[src/rtl/clk_stop_regs.svh]
// Purpose: offsets, field positions, reset values and timing counts for the stop control
// Assumes: one 8-bit register port inside the device, 125 MHz system clock
// Notes:   rule digest follows
// Operation
// - bits 6 and 5 let request pin B stop reference pairs 4 and 2
// - bits 3,2,1,0 let request pin A stop reference pairs 7,5,3,1
// - request pin level valid after two equal reference rising edges
// - pin low: stopped reference pairs restart together glitch free in 2-6 periods
// - pin high: assigned reference pairs halt after their next transition
// - halted reference pair ends low with both outputs undriven
// - shared pin is supply-good low-active first, then power-down high-active
// - power-down request synchronised; clocks parked before oscillators switch off
// - power-down seen on two processor edges; outputs park within four periods
// - drive-mode 0 parks true high and complement floating; 1 floats both
// - stable clocks within 1.8 ms after power-down release
// - leaving power-down waits for lock, then enables all outputs together; the logic enables each group on its own phase edge
// - processor halt low stops stoppable pairs 2-6 periods after two-edge sampling
// - halted processor pair: true driven high, complement low floating, same drive
// - processor halt high restarts stopped pairs within two periods, no runt pulses
// - PCI halt low stops PCI outputs synchronously; free-running ones keep toggling
// - PCI halt high restarts all stoppable PCI outputs within two periods
// - reference outputs per pin follow the assignment register
`ifndef CLK_STOP_REGS_SVH
`define CLK_STOP_REGS_SVH
`define REF_ASSIGN_ADDR   8'h0A
`define REF_ASSIGN_RESET  8'h00
`define REF_ASSIGN_MASK   8'h6F
`define ASSIGN_A_PAIR1    0
`define ASSIGN_A_PAIR3    1
`define ASSIGN_A_PAIR5    2
`define ASSIGN_A_PAIR7    3
`define ASSIGN_B_PAIR2    5
`define ASSIGN_B_PAIR4    6
`define CLOCK_PERIOD_NS   8
`define POWERUP_MAX_NS    1800000
`define POWERUP_CYCLES    (`POWERUP_MAX_NS / `CLOCK_PERIOD_NS)
`define CPU_STOP_PERIODS  2
`endif

[src/rtl/clk_stop_pkg.sv]
// Purpose: shared types of the stop control
// Assumes: nothing
// Notes:   pin groups travel as packed structs
package clk_stop_pkg;
  typedef struct packed {
    logic t;     // true output level
    logic t_oe;  // true output driven
    logic c;     // complement output level
    logic c_oe;  // complement output driven
  } diff_pin_t;

  typedef struct packed {
    logic o;     // output level
    logic oe;    // output driven
  } se_pin_t;

  // gray along boot, wake, run, park, off
  typedef enum logic [2:0] {
    ST_BOOT = 3'h0,
    ST_WAKE = 3'h4,
    ST_RUN  = 3'h5,
    ST_PARK = 3'h7,
    ST_OFF  = 3'h6
  } pwr_state_t;
endpackage

[src/rtl/stop_pin_filter.sv]
// Purpose: two-flop synchroniser plus two-sample debounce for one request pin
// Assumes: sample is in the clock domain, a one-cycle pulse or held high
// Notes:   level changes only after two equal samples in a row
`timescale 1ns/1ps
module stop_pin_filter #(
  parameter logic INIT = 1'b0
) (
  input  wire logic clock,    // system clock
  input  wire logic reset_n,  // async reset, active low
  input  wire logic pin,      // asynchronous pin
  input  wire logic sample,   // sampling strobe
  output logic      level     // debounced level
);
  logic meta_r;
  logic sync_r;
  logic prev_r;

  // first flop feeds only the second
  always_ff @(posedge clock or negedge reset_n)
  begin
    if (!reset_n)
    begin
      meta_r <= INIT;
      sync_r <= INIT;
    end
    else
    begin
      meta_r <= pin;
      sync_r <= meta_r;
    end
  end

  // accept a level seen on two successive strobes
  always_ff @(posedge clock or negedge reset_n)
  begin
    if (!reset_n)
    begin
      prev_r <= INIT;
      level  <= INIT;
    end
    else if (sample)
    begin
      prev_r <= sync_r;
      if (prev_r == sync_r)
        level <= sync_r;
    end
  end
endmodule // stop_pin_filter

[src/rtl/clock_output_stop_control.sv]
// Purpose: gates and parks generator outputs on stop and power-down requests
// Assumes: phase inputs are the synthesiser's output phases on this clock
// Notes:   analog drive strength is outside this block; oe marks driven pins
`timescale 1ns/1ps
`include "clk_stop_regs.svh"
module clock_output_stop_control
  import clk_stop_pkg::*;
#(
  parameter int N_CPU          = 2,
  parameter int N_PCI          = 6,
  parameter int POWERUP_CYCLES = `POWERUP_CYCLES
) (
  input  wire logic             clock,                // 125 MHz system clock
  input  wire logic             reset_n,              // async reset, active low
  input  wire logic             ref_stop_request_a,   // stop request A, async
  input  wire logic             ref_stop_request_b,   // stop request B, async
  input  wire logic             processor_clock_halt, // processor halt, low active
  input  wire logic             pci_clock_halt,       // PCI halt, low active
  input  wire logic             supply_good_strobe,   // supply-good / power-down pin
  input  wire logic             ref_phase,            // reference true phase
  input  wire logic             cpu_phase,            // processor true phase
  input  wire logic             pci_phase,            // PCI phase
  input  wire logic [N_CPU-1:0] cpu_stoppable,        // pair obeys processor halt
  input  wire logic [N_PCI-1:0] pci_free_run,         // output ignores PCI halt
  input  wire logic [7:0]       ref_drive_mode,       // power-down drive mode per pair
  input  wire logic [N_CPU-1:0] cpu_drive_mode,       // power-down drive mode per pair
  input  wire logic             pll_locked,           // synthesiser lock
  input  wire logic [7:0]       reg_addr,             // register index
  input  wire logic [7:0]       reg_wdata,            // write data
  input  wire logic             reg_write,            // write strobe
  output logic      [7:0]       reg_rdata,            // read data, registered
  output diff_pin_t [7:0]       reference_clock_pair, // reference pairs
  output diff_pin_t [N_CPU-1:0] processor_clock_pair, // processor pairs
  output se_pin_t   [N_PCI-1:0] pci_clock,            // PCI outputs
  output logic                  osc_enable,           // crystal oscillator on
  output logic                  pll_power,            // synthesiser powered
  output logic                  lock_late,            // lock overran power-up time
  output pwr_state_t            power_state           // power state
);
  localparam int TW = $clog2(POWERUP_CYCLES + 1);

  pwr_state_t       state_r;
  pwr_state_t       state_nxt;
  logic [7:0]       assign_r;
  logic             ref_ph_d;
  logic             cpu_ph_d;
  logic             pci_ph_d;
  logic             ref_rise;
  logic             ref_fall;
  logic             cpu_rise;
  logic             pci_fall;
  logic             req_a;
  logic             req_b;
  logic             cpu_halt_lvl;
  logic             pci_halt_lvl;
  logic             pd_lvl;
  logic             pd_sample;
  logic [7:0]       ref_stop;
  logic [7:0]       ref_en_r;
  logic [N_CPU-1:0] cpu_en_r;
  logic             cpu_halt_r;
  logic [2:0]       cpu_dly_r;
  logic [N_PCI-1:0] pci_en_r;
  logic             ref_park_r;
  logic             cpu_park_r;
  logic             pci_park_r;
  logic             run_ok;
  logic [TW-1:0]    lock_cnt_r;

  // phase edge detectors; phases come from same-clock logic
  always_ff @(posedge clock or negedge reset_n)
  begin
    if (!reset_n)
    begin
      ref_ph_d <= 1'b0;
      cpu_ph_d <= 1'b0;
      pci_ph_d <= 1'b0;
    end
    else
    begin
      ref_ph_d <= ref_phase;
      cpu_ph_d <= cpu_phase;
      pci_ph_d <= pci_phase;
    end
  end

  assign ref_rise = ref_phase & ~ref_ph_d;
  assign ref_fall = ~ref_phase & ref_ph_d;
  assign cpu_rise = cpu_phase & ~cpu_ph_d;
  assign pci_fall = ~pci_phase & pci_ph_d;
  assign run_ok   = (state_r == ST_RUN);

  // pins may move at any time, so each one is synchronised here
  stop_pin_filter #(.INIT(1'b0)) u_req_a (
    .clock   (clock),
    .reset_n (reset_n),
    .pin     (ref_stop_request_a),
    .sample  (ref_rise),
    .level   (req_a)
  );

  stop_pin_filter #(.INIT(1'b0)) u_req_b (
    .clock   (clock),
    .reset_n (reset_n),
    .pin     (ref_stop_request_b),
    .sample  (ref_rise),
    .level   (req_b)
  );

  stop_pin_filter #(.INIT(1'b1)) u_cpu_halt (
    .clock   (clock),
    .reset_n (reset_n),
    .pin     (processor_clock_halt),
    .sample  (cpu_rise),
    .level   (cpu_halt_lvl)
  );

  stop_pin_filter #(.INIT(1'b1)) u_pci_halt (
    .clock   (clock),
    .reset_n (reset_n),
    .pin     (pci_clock_halt),
    .sample  (1'b1),
    .level   (pci_halt_lvl)
  );

  // processor phase stops once oscillators are off, so sample every cycle then
  assign pd_sample = (state_r == ST_RUN) ? cpu_rise : 1'b1;

  stop_pin_filter #(.INIT(1'b1)) u_pd (
    .clock   (clock),
    .reset_n (reset_n),
    .pin     (supply_good_strobe),
    .sample  (pd_sample),
    .level   (pd_lvl)
  );

  // assignment register; reserved bits never store
  always_ff @(posedge clock or negedge reset_n)
  begin
    if (!reset_n)
      assign_r <= `REF_ASSIGN_RESET;
    else if (reg_write && reg_addr == `REF_ASSIGN_ADDR)
      assign_r <= reg_wdata & `REF_ASSIGN_MASK;
  end

  // registered read; unmapped indices read zero
  always_ff @(posedge clock or negedge reset_n)
  begin
    if (!reset_n)
      reg_rdata <= 8'h00;
    else if (reg_addr == `REF_ASSIGN_ADDR)
      reg_rdata <= assign_r;
    else
      reg_rdata <= 8'h00;
  end

  // which reference pairs each request pin may stop
  always_comb
  begin
    ref_stop    = 8'h00;
    ref_stop[1] = req_a & assign_r[`ASSIGN_A_PAIR1];
    ref_stop[3] = req_a & assign_r[`ASSIGN_A_PAIR3];
    ref_stop[5] = req_a & assign_r[`ASSIGN_A_PAIR5];
    ref_stop[7] = req_a & assign_r[`ASSIGN_A_PAIR7];
    ref_stop[2] = req_b & assign_r[`ASSIGN_B_PAIR2];
    ref_stop[4] = req_b & assign_r[`ASSIGN_B_PAIR4];
  end

  // power sequencing
  always_comb
  begin
    state_nxt = state_r;
    case (state_r)
      ST_BOOT: if (!pd_lvl) state_nxt = ST_WAKE;
      ST_WAKE: if (pd_lvl) state_nxt = ST_PARK;
               else if (pll_locked) state_nxt = ST_RUN;
      ST_RUN:  if (pd_lvl) state_nxt = ST_PARK;
      ST_PARK: if (ref_park_r && cpu_park_r && pci_park_r)
                 state_nxt = ST_OFF;
      ST_OFF:  if (!pd_lvl) state_nxt = ST_WAKE;
      default: state_nxt = ST_BOOT;
    endcase
  end

  always_ff @(posedge clock or negedge reset_n)
  begin
    if (!reset_n)
      state_r <= ST_BOOT;
    else
      state_r <= state_nxt;
  end

  // oscillators stay on until every group is parked
  always_ff @(posedge clock or negedge reset_n)
  begin
    if (!reset_n)
    begin
      osc_enable <= 1'b1;
      pll_power  <= 1'b1;
    end
    else
    begin
      osc_enable <= (state_nxt != ST_OFF);
      pll_power  <= (state_nxt != ST_OFF);
    end
  end

  // watchdog on the lock wait; flags a missed power-up budget
  always_ff @(posedge clock or negedge reset_n)
  begin
    if (!reset_n)
    begin
      lock_cnt_r <= '0;
      lock_late  <= 1'b0;
    end
    else if (state_r != ST_WAKE)
      lock_cnt_r <= '0;
    else if (lock_cnt_r == TW'(POWERUP_CYCLES))
      lock_late <= 1'b1;
    else
      lock_cnt_r <= lock_cnt_r + 1'b1;
  end

  // park flags: each group parks on its own edge while power-down is pending
  always_ff @(posedge clock or negedge reset_n)
  begin
    if (!reset_n)
    begin
      ref_park_r <= 1'b0;
      cpu_park_r <= 1'b0;
      pci_park_r <= 1'b0;
    end
    else if (state_r != ST_PARK && state_r != ST_OFF)
    begin
      ref_park_r <= 1'b0;
      cpu_park_r <= 1'b0;
      pci_park_r <= 1'b0;
    end
    else if (state_r == ST_PARK)
    begin
      if (ref_rise) ref_park_r <= 1'b1;
      if (cpu_rise) cpu_park_r <= 1'b1;
      if (pci_fall) pci_park_r <= 1'b1;
    end
  end

  // enables change only while the phase is low and hold through park, so no runt pulse
  always_ff @(posedge clock or negedge reset_n)
  begin
    if (!reset_n)
      ref_en_r <= 8'h00;
    else if (state_r != ST_RUN && state_r != ST_PARK)
      ref_en_r <= 8'h00;
    else if (ref_fall)
      ref_en_r <= ~ref_stop;
  end

  // processor halt: count periods after the filtered pin, act on a rise
  always_ff @(posedge clock or negedge reset_n)
  begin
    if (!reset_n)
    begin
      cpu_dly_r  <= 3'h0;
      cpu_halt_r <= 1'b0;
    end
    else if (cpu_halt_lvl || (state_r != ST_RUN && state_r != ST_PARK))
    begin
      cpu_dly_r <= 3'h0;
      if (cpu_rise || (state_r != ST_RUN && state_r != ST_PARK))
        cpu_halt_r <= 1'b0;
    end
    else if (cpu_rise)
    begin
      if (cpu_dly_r == 3'(`CPU_STOP_PERIODS))
        cpu_halt_r <= 1'b1;
      else
        cpu_dly_r <= cpu_dly_r + 3'h1;
    end
  end

  always_ff @(posedge clock or negedge reset_n)
  begin
    if (!reset_n)
      cpu_en_r <= '0;
    else if (state_r != ST_RUN && state_r != ST_PARK)
      cpu_en_r <= '0;
    else if (cpu_rise)
      cpu_en_r <= '1;
  end

  // PCI enables move on the falling phase; free-running outputs ignore halt
  always_ff @(posedge clock or negedge reset_n)
  begin
    if (!reset_n)
      pci_en_r <= '0;
    else if (state_r != ST_RUN && state_r != ST_PARK)
      pci_en_r <= '0;
    else if (pci_fall)
      pci_en_r <= pci_free_run | {N_PCI{pci_halt_lvl}};
  end

  // reference pins: parked per drive mode, stopped pairs undriven low
  always_ff @(posedge clock or negedge reset_n)
  begin
    if (!reset_n)
      reference_clock_pair <= '0;
    else
      for (int i = 0; i < 8; i++)
      begin
        if (ref_park_r)
        begin
          reference_clock_pair[i].t    <= ~ref_drive_mode[i];
          reference_clock_pair[i].t_oe <= ~ref_drive_mode[i];
          reference_clock_pair[i].c    <= 1'b0;
          reference_clock_pair[i].c_oe <= 1'b0;
        end
        else if (ref_en_r[i])
        begin
          reference_clock_pair[i].t    <= ref_ph_d;
          reference_clock_pair[i].t_oe <= 1'b1;
          reference_clock_pair[i].c    <= ~ref_ph_d;
          reference_clock_pair[i].c_oe <= 1'b1;
        end
        else
          reference_clock_pair[i] <= '0;
      end
  end

  // processor pins: halted pairs rest true high, complement low floating
  always_ff @(posedge clock or negedge reset_n)
  begin
    if (!reset_n)
      processor_clock_pair <= '0;
    else
      for (int i = 0; i < N_CPU; i++)
      begin
        if (cpu_park_r)
        begin
          processor_clock_pair[i].t    <= ~cpu_drive_mode[i];
          processor_clock_pair[i].t_oe <= ~cpu_drive_mode[i];
          processor_clock_pair[i].c    <= 1'b0;
          processor_clock_pair[i].c_oe <= 1'b0;
        end
        else if (cpu_halt_r && cpu_stoppable[i] && cpu_en_r[i])
        begin
          processor_clock_pair[i].t    <= 1'b1;
          processor_clock_pair[i].t_oe <= 1'b1;
          processor_clock_pair[i].c    <= 1'b0;
          processor_clock_pair[i].c_oe <= 1'b0;
        end
        else if (cpu_en_r[i])
        begin
          processor_clock_pair[i].t    <= cpu_ph_d;
          processor_clock_pair[i].t_oe <= 1'b1;
          processor_clock_pair[i].c    <= ~cpu_ph_d;
          processor_clock_pair[i].c_oe <= 1'b1;
        end
        else
          processor_clock_pair[i] <= '0;
      end
  end

  // PCI pins: single-ended, held low and driven when stopped or parked
  always_ff @(posedge clock or negedge reset_n)
  begin
    if (!reset_n)
      pci_clock <= '0;
    else
      for (int i = 0; i < N_PCI; i++)
      begin
        pci_clock[i].o  <= pci_en_r[i] & pci_ph_d & ~pci_park_r;
        pci_clock[i].oe <= run_ok | (state_r == ST_PARK) | pci_park_r;
      end
  end

  assign power_state = state_r;
endmodule // clock_output_stop_control

[config.mk]
export PLATFORM = sky130hd
export DESIGN_NAME = clock_output_stop_control
export DESIGN_NICKNAME = d
export VERILOG_FILES = /design/src/rtl/clk_stop_pkg.sv /design/src/rtl/stop_pin_filter.sv /design/src/rtl/clock_output_stop_control.sv
export VERILOG_INCLUDE_DIRS = /design/src /design/src/rtl
export SDC_FILE = /design/constraint.sdc
export NUM_CORES = 1
export LEC_CHECK = 0
export BUFFER_PORTS_ARGS = -buffer_cell sky130_fd_sc_hd__buf_4
export CAP_MARGIN = 20
export CORE_UTILIZATION = 40
export DETAILED_ROUTE_END_ITERATION = 8
export PLACE_DENSITY = 0.71
export SYNTH_ARGS = -nofsm -noshare
export SYNTH_HDL_FRONTEND = slang
export SYNTH_HIERARCHICAL = 1
export SYNTH_SLANG_ARGS = --single-unit
[constraint.sdc]
create_clock -name clock -period 1.85 [get_ports clock]
set_input_delay 0.2775 -clock clock [delete_from_list [all_inputs] [get_ports clock]]
set_output_delay 0.2775 -clock clock [all_outputs]
set_load 0.01 [all_outputs]
==> results of run 1 <==
-- critical path, stage by stage (launching register included) --
cell     delay, ps
dfrtp_1        420
or4b_1         580
nor4_4         280
nand2_1        140
a21o_1         200
-- cell families (layout without fill, tap and decap cells) --
group | count (synthesis) | after routing | share of synthesized area, %
and+or+nand+nor | 171 | 171 | 17.8
adders and majority gates | 4 | 4 | 1.04
other | 2 | 5 | 0.155
DFF | 124 | 124 | 64.5
buffers and inverters | 37 | 184 | 3.65
AOI/OAI and AO/OA | 56 | 56 | 7.66
muxes | 14 | 14 | 3.18
xor gates and xnor gates | 11 | 11 | 1.99
-- cells in the final DEF (no fill, tap or decap), types with 5 or more instances in the layout --
| cell | instances |
|---|---|
| buf_4 | 125 |
| dfrtp_1 | 111 |
| nor2_1 | 44 |
| nand2_1 | 43 |
| inv_1 | 17 |
| clkbuf_16 | 17 |
| a21oi_1 | 16 |
| nand2b_1 | 16 |
| nand3_1 | 13 |
| and2_1 | 13 |
| dfstp_2 | 13 |
| mux2_2 | 11 |
| a211oi_1 | 10 |
| nor2b_1 | 9 |
| o21ai_0 | 9 |
| xnor2_1 | 9 |
| dlygate4sd3_1 | 9 |
| nor3_1 | 8 |
| a21o_1 | 7 |
| a311oi_1 | 6 |
| conb_1 | 5 |
| clkinv_2 | 5 |
| bufinv_16 | 5 |
| a22o_1 | 5 |
-- state kept, by name, summed over array words and instances, names as in the netlist, 3 cells and up --
| signal | flops |
|---|---|
| reg_rdata | 6 |
| processor_clock_pair | 8 |
| pci_en_r | 6 |
| pci_clock | 7 |
| lock_cnt_r | 18 |
| power_state | 3 |
| ref_en_r | 7 |
| cpu_dly_r | 3 |
| reference_clock_pair | 30 |
| assign_r | 6 |
-- per-layer routing --
layer  track usage (%)  vias to the layer above  share of wire [%]
met2              28.5                      124                 50
li1                  -                     1682                  -
met5                 0                        -                  0
met1              21.6                     1704                 42
met4              7.21                        0                1.4
met3              6.10                       16                6.7
-- synthesized netlist by cell type (all sizes together) --
| cell | number |
|---|---|
| a211oi | 10 |
| a21o | 7 |
| a21oi | 16 |
| a22o | 5 |
| a311oi | 6 |
| a31oi | 1 |
| and2 | 13 |
| and3 | 1 |
| buf | 11 |
| clkbuf | 9 |
| conb | 2 |
| dfrtp | 111 |
| dfstp | 13 |
| ha | 4 |
| inv | 17 |
| mux2 | 11 |
| mux2i | 3 |
| nand2 | 43 |
| nand2b | 16 |
| nand3 | 13 |
| nand3b | 1 |
| nand4 | 4 |
| nand4b | 1 |
| nand4bb | 1 |
| nor2 | 44 |
| nor2b | 9 |
| nor3 | 8 |
| nor3b | 2 |
| nor4 | 5 |
| o21ai | 9 |
| o21bai | 1 |
| o31ai | 1 |
| or2 | 1 |
| or3 | 4 |
| or3b | 1 |
| or4 | 3 |
| or4b | 1 |
| xnor2 | 9 |
| xor2 | 2 |
-- repair_timing --
item                       in CTS  in global routing
gates resized for setup         0                  1
hold buffers                    9                  0
setup endpoints to repair       0                  2
hold endpoints to repair       43                  0
-- cell type report --
class,count,area [um2],share of cell area (%)
clock buffers,20,467,7.04
clock inverters,12,191,2.89
inverters,17,63.8,0.963
multi-input cells,261,1560,23.5
flip-flops and latches,124,3120,47.1
well taps,143,179,2.70
repair buffers,135,1050,15.8
-- final timing paths --
kind                                      endpoint  slack (ps)  cells after the start
max                                  lock_cnt_r[2]         110                      4
min                        reference_clock_pair[2]          50                      2
max reg2reg                          lock_cnt_r[2]         110                      4
min reg2reg                         u_req_a/sync_r         350                      0
max in group asynchronous        u_pci_halt/prev_r         730                      3
min in group asynchronous             cpu_dly_r[2]         420                      2
-- through the flow --
stage	instances	hold slack [ps]	total power (W)
global placement	671	294	0.00594
detailed placement	671	308	0.00602
global route	712	42.7	0.0101
CTS	712	29.0	0.00971
floorplan	422	-18.1	0.00487
finish	712	52.9	0.00960
-- power groups by stage --
stage / Combinational [W] / Sequential [W] / Clock, W
2_1_floorplan: 0.000927 / 0.00394 / 0
3_3_place_gp: 0.00214 / 0.00380 / 0
3_5_place_dp: 0.00219 / 0.00383 / 0
4_1_cts: 0.00223 / 0.00380 / 0.00369
5_1_grt: 0.00240 / 0.00389 / 0.00382
6_report: 0.00219 / 0.00379 / 0.00361
==> impl_metrics.py, run 1 <==
metrics = {
    "pwr": {
        "power_switching_w": 0.00265,
        "intPower_w": 0.00694,
        "power_frac_clock_pct": 37.6,
        "total_leakage_power_nw": 3.19,
        "sequentialPowerShare_pct": 39.5,
        "p_per_area_mw_per_mm2": 1450,
        "ir_worst_vdd_mv": 0.679,
        "switching_share_pct": 27.7,
        "combPwrFrac_pct": 22.9,
    },
    "floorplan": {
        "dieArea_mm2": 0.0125,
        "die_w_um": 112,
        "die_h_um": 112,
        "rows": 39,
        "initial_core_util_pct": 41.6,
        "core_area_mm2": 0.0116,
        "io_pins": 112,
    },
    "sta": {
        "finalMaxSlewViolations": 0,
        "slew_headroom_pct": 61.2,
        "worstMarginPinSlew_ps": 580,
        "finalCriticalPeriod_ps": 1740,
        "fmax_ghz": 0.575,
        "rsz0062_at_grt": "no",
        "final.setup.tns_ps": 0,
        "final.period_utilization_pct": 93.9,
        "setup_viol": 0,
        "finalHoldViolCount": 0,
        "clock_skew_ps": 6.73,
        "setup_ws_ps": 112,
    },
    "grt": {
        "antenna_found_initial": 0,
        "grt_first_pass_wirelength_um": 17000,
        "overflow": 0,
        "grt_usage_pct": 17.6,
        "grt_max_degree": 45,
        "first_global_vias": 3554,
    },
    "critical_path": {
        "startpoint_type": "register",
        "critPathLaunch": "lock_cnt_r[8]",
        "worstPathMaxFanout": 4,
        "reg2reg_from": "lock_cnt_r[8]",
        "cp.arrival_ps": 2030,
        "cp.required_ps": 2140,
        "timing_worst_setup_path_type": "reg -> reg",
        "critPathCaptureType": "register",
    },
    "routing": {
        "drc": 5,
        "vias": 3526,
        "wl_um": 10100,
        "vias_per_cell": 4.95,
        "ant_nets": 0,
        "drt_iter0_drc": 159,
        "first_pass_iters": 7,
        "wl_per_cell_um": 14.2,
    },
    "synth": {
        "synth_top_area_share_pct": 57.5,
        "yosys_warnings": 6,
        "netlist_instances": 419,
        "ys_types": 42,
        "synth_largest_area_cell": "dfrtp_1",
        "syn_area_per_cell_um2": 11.5,
        "ys_seq_elements": 124,
        "synth_top_cells_by_area": "dfrtp_1 57%, dfstp_2 7.1%, nor2_1 3.4%, nand2_1 3.3%, mux2_2 2.6%",
        "syn-cell-area_mm2": 0.00483,
        "yosysSeqAreaShare_pct": 64.5,
    },
    "cts": {
        "cts_buffers": 17,
        "cts_max_level": 4,
        "clock_latency_ps": 400,
        "clk_pin_slew_worst_paths_ps": 60,
        "cts_buffer_depth": 2,
        "root_buffer": "clkbuf_16",
        "post_cts_buffers": 0,
        "cts_tree": "built",
        "clkSinkCount": 124,
    },
    "status": {
        "outcome": "finished with violations",
        "violations": "DRC",
    },
    "flow_run": {
        "max_cap_violations": 0,
    },
    "worst_hold_path": {
        "hp-class": "in -> reg",
        "hold_start": "ref_drive_mode[0]",
    },
    "placement": {
        "hpwlAfterDp_um": 7200,
        "place_area_mm2": 0.00587,
        "io_buffers": 107,
        "gp_congestion": 0.857,
        "pre_cts_slack_ps": 85.0,
    },
    "layout": {
        "drive_above_1_share_pct": 32.7,
        "final_area_mm2": 0.00663,
        "synthToLayoutAreaGrowth_pct": 37.1,
        "diodes": 0,
        "final_util_pct": 57.1,
        "nFillCells": 956,
        "nets": 606,
    },
}
Power figures use the tool's default switching activity.
==> run 2, diff against run 1 <==
CORE_ASPECT_RATIO = 1.1   (was unset)
HOLD_SLACK_MARGIN = 0.06   (was unset)
REMOVE_ABC_BUFFERS = 1   (was unset)
==> impl_metrics.py, run 2 (synthesis results as in run 1) <==
metrics = {
    "grt": {
        "antenna_found_initial": 0,
        "grt_usage_pct": 16.8,
        "grt_max_degree": 41,
        "grt_first_pass_wirelength_um": 16000,
        "first_global_vias": 3383,
        "overflow": 0,
    },
    "status": {
        "outcome": "finished, final reports clean",
    },
    "sta": {
        "finalHoldViolCount": 0,
        "clock_skew_ps": 8.42,
        "worstMarginPinSlew_ps": 596,
        "slew_headroom_pct": 60.2,
        "setup_ws_ps": 76.5,
        "final.setup.tns_ps": 0,
        "fmax_ghz": 0.564,
        "finalCriticalPeriod_ps": 1770,
        "finalMaxSlewViolations": 0,
        "final.period_utilization_pct": 95.9,
        "setup_viol": 0,
        "rsz0062_at_grt": "no",
    },
    "critical_path": {
        "critPathCaptureType": "register",
        "cp.arrival_ps": 2070,
        "r2r_slack_ps": 80,
        "timing_worst_setup_path_type": "reg -> reg",
        "reg2reg_from": "lock_cnt_r[8]",
        "startpoint_type": "register",
        "worstPathMaxFanout": 4,
        "reg2regPathDepth": 4,
        "cp.required_ps": 2150,
        "r2r_end": "lock_cnt_r[2]",
    },
    "cts": {
        "cts_buffers": 17,
        "root_buffer": "clkbuf_16",
        "cts_max_level": 4,
        "cts_buffer_depth": 2,
        "clk_pin_slew_worst_paths_ps": 50,
        "post_cts_buffers": 0,
        "clock_latency_ps": 410,
        "cts_tree": "built",
        "clkSinkCount": 124,
    },
    "routing": {
        "ant_nets": 0,
        "drc": 0,
        "vias_per_cell": 4.83,
        "vias": 3480,
        "first_pass_iters": 4,
        "wl_um": 9710,
        "wl_per_cell_um": 13.5,
        "drt_iter0_drc": 116,
    },
    "layout": {
        "diodes": 0,
        "nets": 607,
        "nFillCells": 933,
        "mostFrequentLayoutCells": "121 x buf_4, 111 x dfrtp_1, 44 x nor2_1",
        "drive_above_1_share_pct": 32.1,
        "top_register": "reference_clock_pair",
        "final_common_cell": "buf_4",
        "synthToLayoutAreaGrowth_pct": 37.7,
        "multiInputGateArea_mm2": 0.00156,
        "seq_area_mm2": 0.00312,
        "largestRegisters": "reference_clock_pair (30), lock_cnt_r (18), processor_clock_pair (8)",
        "largest_register_ffs": 30,
    },
    "floorplan": {
        "core_area_mm2": 0.0116,
        "io_pins": 112,
        "die_h_um": 117,
        "rows": 41,
        "dieArea_mm2": 0.0125,
        "initial_core_util_pct": 41.5,
        "die_w_um": 107,
    },
    "pwr": {
        "combPwrFrac_pct": 21.9,
        "sequentialPowerShare_pct": 40.4,
        "power_switching_w": 0.00267,
        "intPower_w": 0.00680,
        "power_frac_clock_pct": 37.7,
        "total_leakage_power_nw": 3.18,
        "switching_share_pct": 28.2,
        "ir_worst_vdd_mv": 0.747,
        "p_per_area_mw_per_mm2": 1420,
    },
    "worst_hold_path": {
        "hold_end": "assign_r[6]",
        "hold_start": "reg_wdata[6]",
        "holdPathStages": 2,
        "hp-class": "in -> reg",
    },
    "placement": {
        "gp_congestion": 0.830,
        "hpwlAfterDp_um": 6890,
        "io_buffers": 107,
        "pre_cts_slack_ps": 49.5,
    },
    "flow_run": {
        "max_cap_violations": 0,
    },
}
-- run 2: cell types whose count changed in the layout (fill, tap and decap cells not counted), moves of 3 or more --
cell / before / now
buf_4: 125 / 121
clkinv_2: 5 / 1
dlygate4sd3_1: 9 / 13
inv_6: 0 / 3
-- run 2: metal layers --
metal	up-vias	global-route usage (%)	wire length [um]
met5	-	0	0
met1	1702	20.5	4150
met3	12	5.65	446
met4	0	6.85	138
met2	77	27.6	4980
li1	1689	-	-
-- run 2: cell type report --
cell class                      count  area share, %
Sequential cell                   124           46.9
Multi-Input combinational cell    261           23.4
Timing Repair Buffer              136           16.2
Clock buffer                       20           7.01
Tap cell                          150           2.82
Clock inverter                     12           2.76
Inverter                           17          0.958
-- run 2: power by group through the flow --
| stage | Sequential, W | Combinational [W] | Clock [W] |
|---|---|---|---|
| 2_1_floorplan | 0.00401 | 0.000725 | 0 |
| 3_3_place_gp | 0.00385 | 0.00203 | 0 |
| 3_5_place_dp | 0.00387 | 0.00208 | 0 |
| 4_1_cts | 0.00383 | 0.00211 | 0.00363 |
| 5_1_grt | 0.00391 | 0.00230 | 0.00376 |
| 6_report | 0.00382 | 0.00208 | 0.00357 |
-- run 2: worst max path at each step --
stage | startpoint | end | slack (ps) | depth (start not counted)
5_1_grt | lock_cnt_r[2] | lock_cnt_r[17] | 20 | 4
4_1_cts | lock_cnt_r[8] | lock_cnt_r[2] | 40 | 4
3_5_place_dp | lock_cnt_r[8] | lock_cnt_r[2] | 50 | 4
2_1_floorplan | power_state[0] | u_pd/level | 50 | 4
6_report | lock_cnt_r[8] | lock_cnt_r[2] | 80 | 4
3_3_place_gp | lock_cnt_r[8] | lock_cnt_r[2] | 100 | 4
-- run 2: metrics by stage --
step | total power (W) | utilization [%] | instances | cell area [um2] | hold slack [ps]
floorplan | 0.00474 | - | 402 | 4730 | -18.1
global placement | 0.00588 | 50.4 | 675 | 5870 | 224
detailed placement | 0.00595 | 50.4 | 675 | 5870 | 230
CTS | 0.00958 | 57.1 | 720 | 6650 | 84.8
global route | 0.00996 | 57.2 | 720 | 6660 | 93.8
finish | 0.00947 | 57.2 | 720 | 6660 | 102
-- run 2: worst max-delay path, stage by stage (launching register included) --
cell and delay [ps]:
dfrtp_1 420, or4b_1 590, nor4_4 300, nand2_1 160
a21o_1 200
-- run 2: what timing repair did --
item / CTS / global route
endpoints found under the setup margin: 0 / 4
endpoints found under the hold margin: 41 / 0
hold buffers: 13 / 0
gates resized for setup: 0 / 1
